==> config.mk <==
export PLATFORM = sky130hd
export DESIGN_NAME = ipm_irq_post_mask
export DESIGN_NICKNAME = d
export VERILOG_FILES = /design/src/core/ipm_pkg.sv /design/src/core/ipm_irq_post_mask.sv
export VERILOG_INCLUDE_DIRS = /design/src /design/src/core
export SDC_FILE = /design/constraint.sdc
export NUM_CORES = 1
export LEC_CHECK = 0
export ABC_AREA = 1
export ABC_CLOCK_PERIOD_IN_PS = 4430
export BUFFER_PORTS_ARGS = -buffer_cell sky130_fd_sc_hd__buf_2
export CORE_UTILIZATION = 30
export CTS_CLUSTER_DIAMETER = 50
export CTS_CLUSTER_SIZE = 28
export DETAILED_ROUTE_END_ITERATION = 10
export RECOVER_POWER = 25
export SLEW_MARGIN = 0
export SYNTH_ARGS = -nofsm -noshare
export SYNTH_HDL_FRONTEND = slang
export SYNTH_SLANG_ARGS = --single-unit
export TNS_END_PERCENT = 30
==> constraint.sdc <==
create_clock -name sys_clk -period 4.43 [get_ports sys_clk]
set_clock_uncertainty 0.1 [all_clocks]
set_input_delay 0.886 -clock sys_clk [delete_from_list [all_inputs] [get_ports sys_clk]]
set_output_delay 0.886 -clock sys_clk [all_outputs]
set_load 0.02 [all_outputs]
==> src/core/ipm_defines.svh <==
// Constants for the interrupt post and mask register block.
// Assumes inclusion by bare name from the block module.
`ifndef IPM_DEFINES_SVH
`define IPM_DEFINES_SVH

// Register indexes; the byte address on the bus is four times the index
`define IPM_IDX_POST_A      8'hda
`define IPM_IDX_POST_B      8'hdb
`define IPM_IDX_POST_C      8'hdc
`define IPM_IDX_SW_POST     8'hde
`define IPM_IDX_ENABLE_C    8'hdf
`define IPM_IDX_ENABLE_A    8'he0
`define IPM_IDX_ENABLE_B    8'he1

// Field positions and implemented-bit masks
`define IPM_SW_POST_BIT     3
`define IPM_SW_POST_POS     7
`define IPM_POST_C_BITS     8'h3f
`define IPM_ENABLE_C_BITS   8'h7f
`define IPM_SW_POST_BITS    8'h80
`define IPM_REG_RESET       8'h00

// Priority of each source, flat index group*8+bit, bit 0 of group a lowest
`define IPM_PRIO_TABLE {5'h00, 5'h00, 5'h15, 5'h14, 5'h13, 5'h12, 5'h11, 5'h10, \
                        5'h0f, 5'h0e, 5'h0d, 5'h0c, 5'h0b, 5'h0a, 5'h09, 5'h08, \
                        5'h06, 5'h19, 5'h07, 5'h05, 5'h04, 5'h03, 5'h02, 5'h01}
`define IPM_PRIO_NONE       5'h1f
`define IPM_VEC_SHIFT       2

`endif

==> src/core/ipm_pkg.sv <==
// Types for the interrupt post and mask register block.
// Assumes the defines header sits beside it.
package ipm_pkg;

    typedef logic [7:0] ipm_byte_t;

    // Hardware event pulses, one per source, grouped as the status registers
    typedef struct packed {
        ipm_byte_t group_c;
        ipm_byte_t group_b;
        ipm_byte_t group_a;
    } ipm_events_s;

    // Request presented to the CPU core
    typedef struct packed {
        logic       request;
        logic [4:0] source;
        ipm_byte_t  vector;
    } ipm_irq_s;

endpackage : ipm_pkg

==> src/core/ipm_irq_post_mask.sv <==
// Interrupt post, mask and priority logic with an Avalon-MM register slave.
// Assumes event pulses and CPU signals come from logic on sys_clk.
//
// Summary of operation
// - Status read shows posted bit per source
// - Writing 0 clears posted when posting disabled
// - Writing 1 without posting enable changes nothing
// - Writing 1 with posting enable posts interrupt
// - Masked source still posts, never pending
// - Unmasked posted interrupt becomes pending
// - Each mask bit affects only its source
// - Mask bit 0 masks, 1 unmasks
// - First status register maps sources a
// - Second status register maps sources b
// - Third status register maps sources c
// - Posting enable lives in bit 7
// - Third mask register mirrors third status
// - Third mask bit 6 is plain storage
// - Second mask register mirrors second status
// - Posted stays until taken or cleared
// - Priority encoder picks highest, gated by enable
// - Lower vector number wins, vector is 4x
`timescale 1ns/10ps
`include "ipm_defines.svh"

module ipm_irq_post_mask
    import ipm_pkg::*;
#(
    parameter int SOURCES = 24
)
(
    input  wire logic        sys_clk,
    input  wire logic        rst_b,
    input  wire logic [7:0]  avs_address,
    input  wire logic        avs_read,
    input  wire logic        avs_write,
    input  wire logic [31:0] avs_writedata,
    input  wire logic [3:0]  avs_byteenable,
    output logic      [31:0] avs_readdata,
    output logic             avs_waitrequest,
    input  wire ipm_events_s events,
    input  wire logic        global_irq_enable,
    input  wire logic        irq_take,
    output ipm_irq_s         irq_out
);

    localparam logic [5*SOURCES-1:0] PRIO = `IPM_PRIO_TABLE;

    logic [SOURCES-1:0] posted_reg;
    logic [SOURCES-1:0] posted_next;
    logic [7:0]         enable_a_reg;
    logic [7:0]         enable_b_reg;
    logic [7:0]         enable_c_reg;
    logic               sw_post_reg;
    logic               waitrequest_reg;
    logic [31:0]        readdata_reg;
    logic [31:0]        readdata_next;
    ipm_irq_s           irq_reg;
    ipm_irq_s           irq_next;

    logic               wr_go;
    logic               lane0;
    logic [7:0]         wdata;
    logic [SOURCES-1:0] mask_all;
    logic [SOURCES-1:0] pending;
    logic [SOURCES-1:0] valid_bits;
    logic [SOURCES-1:0] event_flat;
    logic [2:0]         wr_group;
    logic               wr_byte;
    logic               hit_post_a;
    logic               hit_post_b;
    logic               hit_post_c;
    logic               hit_sw_post;
    logic               hit_enable_a;
    logic               hit_enable_b;
    logic               hit_enable_c;

    // A write lands only at the edge where waitrequest is seen low
    assign wr_go = avs_write && !waitrequest_reg;
    assign lane0 = avs_byteenable[0];
    assign wdata = avs_writedata[7:0];
    assign event_flat = events;
    assign valid_bits = {`IPM_POST_C_BITS, 8'hff, 8'hff};

    // Index decode, shared by every write path so all registers agree
    assign wr_byte      = wr_go && lane0;
    assign hit_post_a   = (avs_address == `IPM_IDX_POST_A);
    assign hit_post_b   = (avs_address == `IPM_IDX_POST_B);
    assign hit_post_c   = (avs_address == `IPM_IDX_POST_C);
    assign hit_sw_post  = (avs_address == `IPM_IDX_SW_POST);
    assign hit_enable_a = (avs_address == `IPM_IDX_ENABLE_A);
    assign hit_enable_b = (avs_address == `IPM_IDX_ENABLE_B);
    assign hit_enable_c = (avs_address == `IPM_IDX_ENABLE_C);

    always_comb
    begin
        wr_group = 3'h0;
        if (wr_byte)
        begin
            wr_group[0] = hit_post_a;
            wr_group[1] = hit_post_b;
            wr_group[2] = hit_post_c;
        end
    end

    // Bus answer: one wait cycle, then waitrequest low for one cycle
    always_ff @(posedge sys_clk or negedge rst_b)
    begin
        if (!rst_b)
        begin
            waitrequest_reg <= 1'b1;
        end
        else if ((avs_read || avs_write) && waitrequest_reg)
        begin
            waitrequest_reg <= 1'b0;
        end
        else
        begin
            waitrequest_reg <= 1'b1;
        end
    end

    // Read mux; unmapped indexes read zero, reserved bits read zero
    always_comb
    begin
        readdata_next = 32'h0000_0000;
        unique case (avs_address)
            `IPM_IDX_POST_A:   readdata_next[7:0] = posted_reg[7:0];
            `IPM_IDX_POST_B:   readdata_next[7:0] = posted_reg[15:8];
            `IPM_IDX_POST_C:   readdata_next[7:0] = posted_reg[23:16];
            `IPM_IDX_SW_POST:  readdata_next[`IPM_SW_POST_POS] = sw_post_reg;
            `IPM_IDX_ENABLE_C: readdata_next[7:0] = enable_c_reg;
            `IPM_IDX_ENABLE_A: readdata_next[7:0] = enable_a_reg;
            `IPM_IDX_ENABLE_B: readdata_next[7:0] = enable_b_reg;
            default:           readdata_next = 32'h0000_0000;
        endcase
    end

    always_ff @(posedge sys_clk or negedge rst_b)
    begin
        if (!rst_b)
        begin
            readdata_reg <= 32'h0000_0000;
        end
        else if (avs_read && waitrequest_reg)
        begin
            readdata_reg <= readdata_next;
        end
    end

    // Mask registers, each register in its own process
    always_ff @(posedge sys_clk or negedge rst_b)
    begin
        if (!rst_b)
        begin
            enable_a_reg <= `IPM_REG_RESET;
        end
        else if (wr_byte && hit_enable_a)
        begin
            enable_a_reg <= wdata;
        end
    end

    always_ff @(posedge sys_clk or negedge rst_b)
    begin
        if (!rst_b)
        begin
            enable_b_reg <= `IPM_REG_RESET;
        end
        else if (wr_byte && hit_enable_b)
        begin
            enable_b_reg <= wdata;
        end
    end

    // Bit 7 is not stored so it always reads back zero
    always_ff @(posedge sys_clk or negedge rst_b)
    begin
        if (!rst_b)
        begin
            enable_c_reg <= `IPM_REG_RESET;
        end
        else if (wr_byte && hit_enable_c)
        begin
            enable_c_reg <= wdata & `IPM_ENABLE_C_BITS;
        end
    end

    // Software posting enable, the only stored bit of its register
    always_ff @(posedge sys_clk or negedge rst_b)
    begin
        if (!rst_b)
        begin
            sw_post_reg <= 1'b0;
        end
        else if (wr_byte && hit_sw_post)
        begin
            sw_post_reg <= wdata[`IPM_SW_POST_POS];
        end
    end

    // Per-source posting flop
    genvar gi;
    generate
        for (gi = 0; gi < SOURCES; gi++)
        begin : g_post
            logic wr_here;
            logic set_bit;
            logic clr_bit;

            assign wr_here = wr_group[gi / 8];
            // Posting by software acts as a hardware event would
            assign set_bit = event_flat[gi]
                           || (wr_here && sw_post_reg && wdata[gi % 8]);
            // Zero clears only while posting is disabled; a written one never clears
            assign clr_bit = (wr_here && !sw_post_reg && !wdata[gi % 8])
                           || (irq_take && irq_reg.request
                               && (irq_reg.source == 5'(gi)));

            always_comb
            begin
                if (!valid_bits[gi])
                begin
                    posted_next[gi] = 1'b0;
                end
                else if (set_bit)
                begin
                    posted_next[gi] = 1'b1;
                end
                else if (clr_bit)
                begin
                    posted_next[gi] = 1'b0;
                end
                else
                begin
                    posted_next[gi] = posted_reg[gi];
                end
            end

            always_ff @(posedge sys_clk or negedge rst_b)
            begin
                if (!rst_b)
                begin
                    posted_reg[gi] <= 1'b0;
                end
                else
                begin
                    posted_reg[gi] <= posted_next[gi];
                end
            end
        end
    endgenerate

    // Masking never touches the posted state, only what reaches the encoder
    assign mask_all = {enable_c_reg, enable_b_reg, enable_a_reg};
    assign pending  = posted_reg & mask_all & valid_bits;

    // Lowest priority number among pending sources wins
    always_comb
    begin
        logic [4:0] best_prio;
        logic [4:0] best_src;
        logic       found;
        best_prio = `IPM_PRIO_NONE;
        best_src  = 5'h00;
        found     = 1'b0;
        for (int i = 0; i < SOURCES; i++)
        begin
            if (pending[i] && (PRIO[i*5 +: 5] < best_prio))
            begin
                best_prio = PRIO[i*5 +: 5];
                best_src  = 5'(i);
                found     = 1'b1;
            end
        end
        irq_next.request = found && global_irq_enable;
        irq_next.source  = best_src;
        // Vector reads zero when nothing is pending, never the idle marker
        if (found)
        begin
            irq_next.vector = {1'b0, best_prio, 2'b00};
        end
        else
        begin
            irq_next.vector = 8'h00;
        end
    end

    // Registered so the outputs stay glitch free; costs one cycle of latency
    always_ff @(posedge sys_clk or negedge rst_b)
    begin
        if (!rst_b)
        begin
            irq_reg <= '0;
        end
        else
        begin
            irq_reg <= irq_next;
        end
    end

    assign avs_waitrequest = waitrequest_reg;
    assign avs_readdata    = readdata_reg;
    assign irq_out         = irq_reg;

endmodule : ipm_irq_post_mask

After elaboration in Yosys (flattened, before gate mapping):

Cells that the tools add are included.

* register bits after elaboration: 69
* bits of input ports: 74
* output and inout bits: 47
* logic and storage cells: 376

* order comparisons: 21
* equal/unequal tests: 28
* muxes and demuxes: 114
* bitwise operators: 1
* reductions and logical operators: 181

Operators by type and width (number)
* $mux 5: 42
* $logic_and 1x1->1: 103
* $mux 1: 68
* $eq 8x8->1 const B: 7
* $logic_or 1x1->1: 45
* $reduce_bool 2->1: 22
* $pmux 7 s6: 1
* $eq 5x4->1 const B: 8
* $lt 4x5->1 const A: 8
* $lt 5x5->1 const A: 7
* $eq 5x5->1 const B: 6
* $and 22x22->22: 1
* $eq 5x3->1 const B: 4
* $lt 3x5->1 const A: 4
* $eq 5x2->1 const B: 2
* $logic_not 1->1: 10
* $lt 2x5->1 const A: 2
* $mux 7: 1
* $eq 5x1->1 const B: 1
* $logic_not 5->1: 1
* $pmux 1 s5: 1
* $mux 3: 1

Logic depth before layout (Yosys ltp):

Gate-level depths: netlist of run 1.

* depth after elaboration: 66
* mapped depth: 18
* gate-level depth less buffers: 18

Worst setup path after synthesis of run 1:

OpenSTA, ideal clock, no wires.

* kind: input to register
* start point: input port avs_address[3]
* end point: register posted_reg[8]
* setup time: 124 ps
* data arrival time: 2094 ps
* data required time: 4206 ps
* slack: 2112 ps
* stages on the path: 10
* path through: inv_1 nor2_1 inv_1 nor2_1 inv_1 nor2_1 nand3_1 o21ai_0 a41oi_1 a211o_1

* longest elaborated chain between the ends: 6
* elaborated cells on any way between the ends: 10
* classes of those cells: 1 x eq/ne; 2 x mux; 7 x reduce/logical

Ends and longest elaborated chain
* from (decl): line ipm_irq_post_mask.sv:34 `input wire logic [7:0] avs_address,`
* $eq 8x8->1 (*)
* $mux 3 (*): line ipm_irq_post_mask.sv:98 `if (wr_byte)`
* $logic_and 1x1->1, on equally long branches (2 in series): line ipm_irq_post_mask.sv:214, ipm_irq_post_mask.sv:216
* $logic_or 1x1->1, on equally long branches: line ipm_irq_post_mask.sv:214, ipm_irq_post_mask.sv:217
* $mux 1 / $reduce_bool 2->1 (equally long branches)
* to (signal, indexed assignment): line ipm_irq_post_mask.sv:248 `posted_reg[gi] <= posted_next[gi];`
* to (decl): line ipm_irq_post_mask.sv:49 `logic [SOURCES-1:0] posted_reg;`

Mark *: on every way between the ends. The rest lies on a longest branch, timed or not.
A chain may end at the register's enable or synchronous reset.

==> results of run 1 <==
[final cells by class]
class                      count  area share
sequential                    66      0.3497
clock buffer                  10     0.05057
inverter                      81     0.06487
clock inverter                 5     0.01165
tap                          172     0.04554
multi-input combinational    365      0.4064
timing repair buffer          67     0.07122
[routing by layer]
layer,wire (µm),up-vias
li1,-,1868
met1,5536,1889
met2,6117,151
met3,810,28
met4,331,0
met5,0,-
[kinds of logic (layout without fill, tap and decap cells)]
logic type / after synthesis / in the layout / synth area share
AO/OA/AOI/OAI: 115 / 115 / 0.1851
buffers and inverters: 112 / 163 / 0.1327
flip-flops: 66 / 66 / 0.4124
other: 1 / 27 / 0.0009357
AND/OR/NAND/NOR: 223 / 223 / 0.2688
[worst max-delay path, cell delays in order (launching register included)]
cell and delay [ns]:
dfrtp_1 0.40, nand2_2 0.14, nand2_4 0.07, nor2_4 0.10, nand4_2 0.11, nor2_4 0.18
nand4_4 0.12, nor2_4 0.15, nand4_2 0.10, nor2_2 0.52, o41ai_1 0.38, nand4_4 0.21
nand2_2 0.07, nor2_2 0.12, nor2_1 0.05
[metrics by stage]
step	instance area [µm²]	power (mW)
floorplan	4105	0.8814
global placement	4438	0.9714
detailed placement	4438	0.9754
CTS	4732	1.687
global route	4726	1.750
finish	4726	1.677
[path summary, 6_finish.rpt]
path,endpoint,slack (ns),depth (start not counted)
min in group asynchronous,irq_out[11],0.94,1
max,irq_out[3],1.48,14
min reg2reg,avs_readdata[2],0.39,2
max in group asynchronous,avs_waitrequest,1.94,2
max reg2reg,irq_out[3],1.48,14
min,avs_readdata[2],0.39,2
[report_power, final]
group	total [mW]	switching (mW)	internal [mW]
clock network	0.713	0.267	0.445
logic	0.297	0.213	0.0843
registers	0.667	0.0267	0.640
[cell usage after synthesis, drive strengths merged, types with 9 or more instances]
cell type    n
nand3       34
a21oi       11
inv         80
o22ai       10
nand4       18
o21ai       47
nand2      116
buf         28
o211ai       9
nor2        39
nor3         9
dfrtp       65
o221ai      12
==> results.ini, run 1 <==
[finish]
finish.utilization = 0.3685
largest_register_ffs = 22
area_growth_pct = 17.92
drive_gt1_frac = 0.1667
multiInputGateArea_mm2 = 0.001921
final_cell_mix = nand2_1 (112), inv_1 (77), dfrtp_1 (65), buf_2 (59), o21ai_0 (46)
final_nets = 664
fin_cells = 766
final_common_cell = nand2_1
regArea_mm2 = 0.001653
fillers = 1350
num_antenna_cells = 0

[sta]
fin_setup_tns_ns = 0
maxSlewHeadroom = -0.2314
setup_violations = 0
drv_slew = 34
worst_slew_pin_slew_ns = 1.847
layout_setup_ws_ns = 1.481
timing.fmax_mhz = 339.1
rsz0062_at_grt = no
fin_crit_sh = 0.6658
whs_ns = 0.3869
hold_viol = 0
period_minus_slack_ns = 2.949

[global_route]
gr-usage-met2 = 0.3180
track_usage = 0.1948
gr-usage-met1 = 0.2421
grt_pass1_vias = 3801
grt_pass1_wl_um = 20620
antenna_found_initial = 0
busiest_layer = met2
grt_use_met3 = 0.05184
grt.overflow.total = 0
grt_max_degree = 35

[synth]
syn_inst = 517
synth_flop_cell = dfrtp_1
synth_area_per_cell_um2 = 7.752
yosys.area.top_type = dfrtp_1
syn_area_mm2 = 0.004008
yosys_warnings = 0
yosys.cell_types.count = 43
synth_edf_count = 0
synth.top_cell.area_share = 0.4059
ys_async_sr_fraction = 1.000
synth.area.top_cells = dfrtp_1 (41%), nand2_1 (10%), inv_1 (7.2%), o21ai_0 (5.7%), buf_4 (5.1%)
ys_ff_latch = 66
yosysSeqAreaShare = 0.4124

[setup_path]
critical_path.startpoint_type = flop
path_class = reg -> reg
required_ns = 4.56
crit_fanout = 11
setup.worst_path.start = posted_reg[0]
endpoint_kind = flop
crit_arrival_ns = 3.08
r2r-start = posted_reg[0]

[floorplan]
die-area_mm2 = 0.01383
num_io_pins = 121
die_y_um = 117.6
start_util = 0.3125
rows = 41
die_w_um = 117.6
core-area_mm2 = 0.01282

[routing]
wl_per_cell_um = 16.70
drc = 0
first_pass_iters = 5
viasPerCell = 5.138
vias = 3936
wirelength_um = 12800
antenna_left = 0
drt_iter0_markers = 356

[hold_path]
hold_start = avs_readdata[2]
hold_path.class = reg -> reg

[clocking]
cts_tree = built
cts_hold_buf = 0
cts_buffers = 9
clk_pin_slew_ns = 0.06
cts_setup_buffers = 0
root_buffer = clkbuf_16
cts_sinks = 66
h-tree-depth = 3
clk_latency_ns = 0.34
cts_resized = 0
clk_path_buf_depth = 2

[outcome]
status = finished with violations
violations = capacitance limit, slew limit

[placement]
dp_cells = 751
pre_cts_slack_ns = 1.345
io_buffers = 64
hpwlAfterDp_um = 9604
gp_congestion = 0.8941

[power_and_ir_drop]
p_leak_nw = 2.431
peakVddDrop_mv = 0.1484
power.density_mw_per_mm2 = 354.9

[job]
cap_viol_max_count = 1

Note: power is estimated with default switching activity, not from simulation.
==> run 2: changes to the inputs <==
ABC_CLOCK_PERIOD_IN_PS = 2800   (was 4430)
clock period = 2.8 ns   (was 4.43 ns; I/O delays follow)
==> results.ini, run 2 (synthesis gave the netlist of run 1 again) <==
[outcome]
status = finished, final reports clean

[clocking]
cts_sinks = 66
clk_path_buf_depth = 2
clk_pin_slew_ns = 0.06
cts_hold_buf = 0
clk_latency_ns = 0.34
h-tree-depth = 3
cts_buffers = 9
cts_tree = built
root_buffer = clkbuf_16

[setup_path]
crit_fanout = 4
reg2reg_slack_ns = 0.31
critical_path.startpoint_type = flop
r2r_end = irq_out[4]
crit_arrival_ns = 2.62
path_class = reg -> reg
endpoint = irq_out[4]
setup.worst_path.start = posted_reg[3]
required_ns = 2.94
endpoint_kind = flop
reg2regPathDepth = 13
r2r-start = posted_reg[3]

[job]
cap_viol_max_count = 0

[global_route]
busiest_layer = met2
grt_use_met3 = 0.03973
grt_max_degree = 33
track_usage = 0.1938
gr-usage-met1 = 0.2420
antenna_found_initial = 0
grt_pass1_wl_um = 20600
grt.overflow.total = 0
gr-usage-met2 = 0.3107
grt_pass1_vias = 3921

[hold_path]
hold_path.class = in -> async

[power_and_ir_drop]
sw_frac_of_total = 0.3027
seq_power_share = 0.378
p_clk_frac = 0.447
p_leak_nw = 2.517
p_int_mw = 1.945
total_power_mw = 2.789
power.density_mw_per_mm2 = 572.8
pwr-share-comb = 0.175
peakVddDrop_mv = 0.2217
p_sw_mw = 0.8442

[sta]
rsz0062_at_grt = no
fin_crit_sh = 0.8886
worst_slew_pin_slew_ns = 1.049
hold_viol = 0
fin_setup_tns_ns = 0
timing.fmax_mhz = 401.9
setup_violations = 0
whs_ns = 0.2841
period_minus_slack_ns = 2.488
maxSlewHeadroom = 0.3007
drv_slew = 0

[routing]
antenna_left = 0
wl_per_cell_um = 16.60
first_pass_iters = 7
drt_iter0_markers = 329
wirelength_um = 12950
drc = 0
viasPerCell = 5.141
vias = 4010

[finish]
drive_gt1_frac = 0.1924
final_cell_mix = nand2_1 (112), inv_1 (77), dfrtp_1 (65), buf_2 (63), o21ai_0 (46)
area_growth_pct = 21.51
largest_register_ffs = 22
fin_cells = 780
final_nets = 677
final_common_cell = nand2_1
num_antenna_cells = 0

[floorplan]
rows = 41
core-area_mm2 = 0.01282
die_w_um = 117.6
die_y_um = 117.6
start_util = 0.3125
die-area_mm2 = 0.01383
num_io_pins = 121

[placement]
io_buffers = 64
dp_cells = 764
gp_congestion = 0.8980
hpwlAfterDp_um = 9860

run 2: area by class of cell:
cell class                      count  area, µm²
Inverter                           81      306.5
Sequential cell                    66       1653
Fill cell                        1369       7955
Clock inverter                      7      100.1
Clock buffer                        9      225.2
Tap cell                          172      215.2
Timing Repair Buffer               80      436.7
Multi-Input combinational cell    365       1933
run 2: repair_timing:
item                       4_1_cts  5_1_grt
setup endpoints to repair        0        6
setup buffers                    0        0
gates resized for setup          0        2
run 2: power by group through the flow:
stage	sequential (mW)	clock, mW	combinational [mW]
after floorplan	1.13	0	0.269
after global placement	1.07	0	0.481
after detailed placement	1.07	0	0.486
after CTS	1.05	1.25	0.488
after global routing	1.06	1.30	0.541
final	1.05	1.25	0.488
run 2: worst min-delay path by stage:
stage | start | endpoint | slack [ns] | depth (start not counted)
CTS | rst_b | irq_out[11] | 0.09 | 1
global route | avs_write | avs_waitrequest | 0.29 | 2
finish | rst_b | irq_out[11] | 0.28 | 1
floorplan | rst_b | avs_readdata[0] | 0.16 | 0
detailed placement | avs_readdata[6] | avs_readdata[6] | 0.37 | 2
global placement | enable_c_reg[6] | enable_c_reg[6] | 0.37 | 2
run 2: worst max-delay path, stage by stage, from the launching register on:
cell,delay (ns)
dfrtp_1,0.40
nand2_1,0.18
inv_1,0.12
nor2_1,0.23
nand4_1,0.23
nor3_1,0.24
nand3_1,0.18
nand3_1,0.15
nand3_1,0.09
nand3b_1,0.18
nand2_1,0.08
nand3_1,0.08
nand2_1,0.07
inv_1,0.03
run 2: metal layers:
metal	vias up	share of wire
li1	1895	-
met1	1907	0.42
met2	179	0.48
met3	29	0.063
met4	0	0.037
met5	-	0
run 2: per-stage QoR:
| step | utilization | worst slack (ns) | cell area [µm²] |
|---|---|---|---|
| detailed placement | 0.3546 | 0.2220 | 4548 |
| global route | 0.3797 | 0.08049 | 4870 |
| finish | 0.3797 | 0.3120 | 4870 |
| CTS | 0.3800 | 0.2003 | 4873 |
| global placement | 0.3546 | 0.1888 | 4548 |
| floorplan | - | 0.7013 | 4105 |
==> run 3: changes to the inputs <==
ABC_AREA = not set   (was 1)
==> results.ini, run 3 <==
[finish]
final_common_cell = dfrtp_1
area_growth_pct = 20.62
finish.utilization = 0.3728
final_cell_mix = dfrtp_1 (65), buf_2 (63), nand2_1 (46), a21oi_1 (42), nor2_1 (28)
final_nets = 605
num_antenna_cells = 0
fin_cells = 712
design_area_mm2 = 0.004976
drive_gt1_frac = 0.2556
largest_register_ffs = 22

[hold_path]
holdPathEnd = posted_reg[12]
hold_path.class = in -> reg
hold_start = events[12]
hold_depth = 2

[sta]
worst_slew_pin_slew_ns = 1.692
fin_setup_tns_ns = 0
whs_ns = 0.2992
setup_violations = 0
maxSlewHeadroom = -0.1282
period_minus_slack_ns = 2.411
timing.fmax_mhz = 414.8
rsz0062_at_grt = no
fin_crit_sh = 0.8611
hold_viol = 0
drv_slew = 30

[power_and_ir_drop]
p_sw_mw = 0.7961
p_clk_frac = 0.451
power.density_mw_per_mm2 = 556.4
p_leak_nw = 2.184
peakVddDrop_mv = 0.2365
p_int_mw = 1.973
sw_frac_of_total = 0.2875
pwr-share-comb = 0.162
seq_power_share = 0.387

[placement]
dp_cells = 696
io_buffers = 64
gp_congestion = 0.9071
placedInstanceArea_mm2 = 0.004649
hpwlAfterDp_um = 10230

[synth]
synth.area.top_cells = dfrtp_1 (39%), mux2_2 (7.1%), a21oi_1 (5.1%), buf_4 (4.9%), a22oi_1 (4.2%)
yosys.cell_types.count = 58
yosys.area.top_type = dfrtp_1
synth_area_per_cell_um2 = 9.066
synth_flop_cell = dfrtp_1
yosys_warnings = 0
synth.top_cell.area_share = 0.3943
synth_edf_count = 0
ys_async_sr_fraction = 1.000
syn_area_mm2 = 0.004125
yosysSeqAreaShare = 0.4007
ys_ff_latch = 66
yosys-top-cells-count = dfrtp_1 (65), nand2_1 (46), a21oi_1 (42)
synthMostInstantiatedCell = dfrtp_1
syn_inst = 455

[setup_path]
crit_fanout = 8
required_ns = 2.93
reg2regPathDepth = 6
path_class = reg -> reg
crit_arrival_ns = 2.55
critical_path.startpoint_type = flop
reg2reg_slack_ns = 0.39
endpoint_kind = flop
r2r_end = irq_out[3]
r2r-start = posted_reg[0]

[clocking]
cts_tree = built
h-tree-depth = 3
cts_sinks = 66
cts_hold_buf = 0
cts_resized = 0
clk_path_buf_depth = 2
root_buffer = clkbuf_16
clk_pin_slew_ns = 0.06
cts_buffers = 9
cts_setup_buffers = 0
clk_latency_ns = 0.34

[routing]
drt_iter0_markers = 267
vias = 3766
viasPerCell = 5.289
drc = 0
wirelength_um = 13120
first_pass_iters = 5
antenna_left = 0
wl_per_cell_um = 18.43

[global_route]
grt.overflow.total = 0
grt_max_degree = 38
grt_pass1_wl_um = 20660
track_usage = 0.1931
grt_pass1_vias = 3644
antenna_found_initial = 0

[outcome]
status = finished with violations
violations = capacitance limit, slew limit

[job]
cap_viol_max_count = 1

[floorplan]
start_util = 0.3091
die_y_um = 119.3
num_io_pins = 121
die-area_mm2 = 0.01422
rows = 42
core-area_mm2 = 0.01335
die_w_um = 119.3

[run 3: stage by stage]
step / total power [mW] / setup WS (ns)
after floorplan: 1.378 / 0.4760
after global placement: 1.530 / 0.5224
after detailed placement: 1.537 / 0.4896
after CTS: 2.792 / 0.4507
after global routing: 2.896 / 0.3259
final: 2.769 / 0.3890
[run 3: power groups by stage]
| stage | registers, mW | logic [mW] | clock network [mW] |
|---|---|---|---|
| 6_report | 1.07 | 0.449 | 1.25 |
| 5_1_grt | 1.08 | 0.492 | 1.33 |
| 4_1_cts | 1.07 | 0.452 | 1.27 |
| 3_5_place_dp | 1.09 | 0.451 | 0 |
| 3_3_place_gp | 1.08 | 0.445 | 0 |
| 2_1_floorplan | 1.14 | 0.242 | 0 |
[run 3: logic make-up after synthesis]
kind of cell / share of synthesized area
AOI/OAI and AO/OA: 0.2724
buffers and inverters: 0.06915
and+or+nand+nor: 0.1859
DFF: 0.4007
muxes: 0.07097
other: 0.0009090
[run 3: routing by layer]
metal | track usage | part of all wire | vias up
met5 | 0 | 0 | -
met4 | 0.06883 | 0.014 | 0
met3 | 0.03448 | 0.053 | 15
met2 | 0.2969 | 0.46 | 137
met1 | 0.2700 | 0.48 | 1820
li1 | - | - | 1794
[run 3: how the worst max path moves through the flow]
stage	from	to	cells past startpoint
finish	posted_reg[0]	irq_out[3]	6
global route	posted_reg[0]	irq_out[3]	6
CTS	posted_reg[0]	irq_out[3]	6
detailed placement	posted_reg[0]	irq_out[3]	6
global placement	posted_reg[0]	irq_out[3]	6
floorplan	avs_address[3]	enable_a_reg[0]	4
[run 3: final cells by class]
class | count | area, µm²
fillers | 1379 | 8372
multi-input cells | 366 | 2297
flip-flops and latches | 66 | 1653
repair buffers | 79 | 444.2
clock buffers | 10 | 239.0
well taps | 176 | 220.2
clock inverters | 6 | 88.84
inverters | 9 | 33.78
[run 3: critical path, cell delays in order, from the launching register on]
cell      delay (ns)
dfrtp_1         0.46
a222oi_1        0.41
buf_4           0.23
nand3_2         0.18
nor4b_4         0.47
nand3b_2        0.16
a221oi_2        0.29
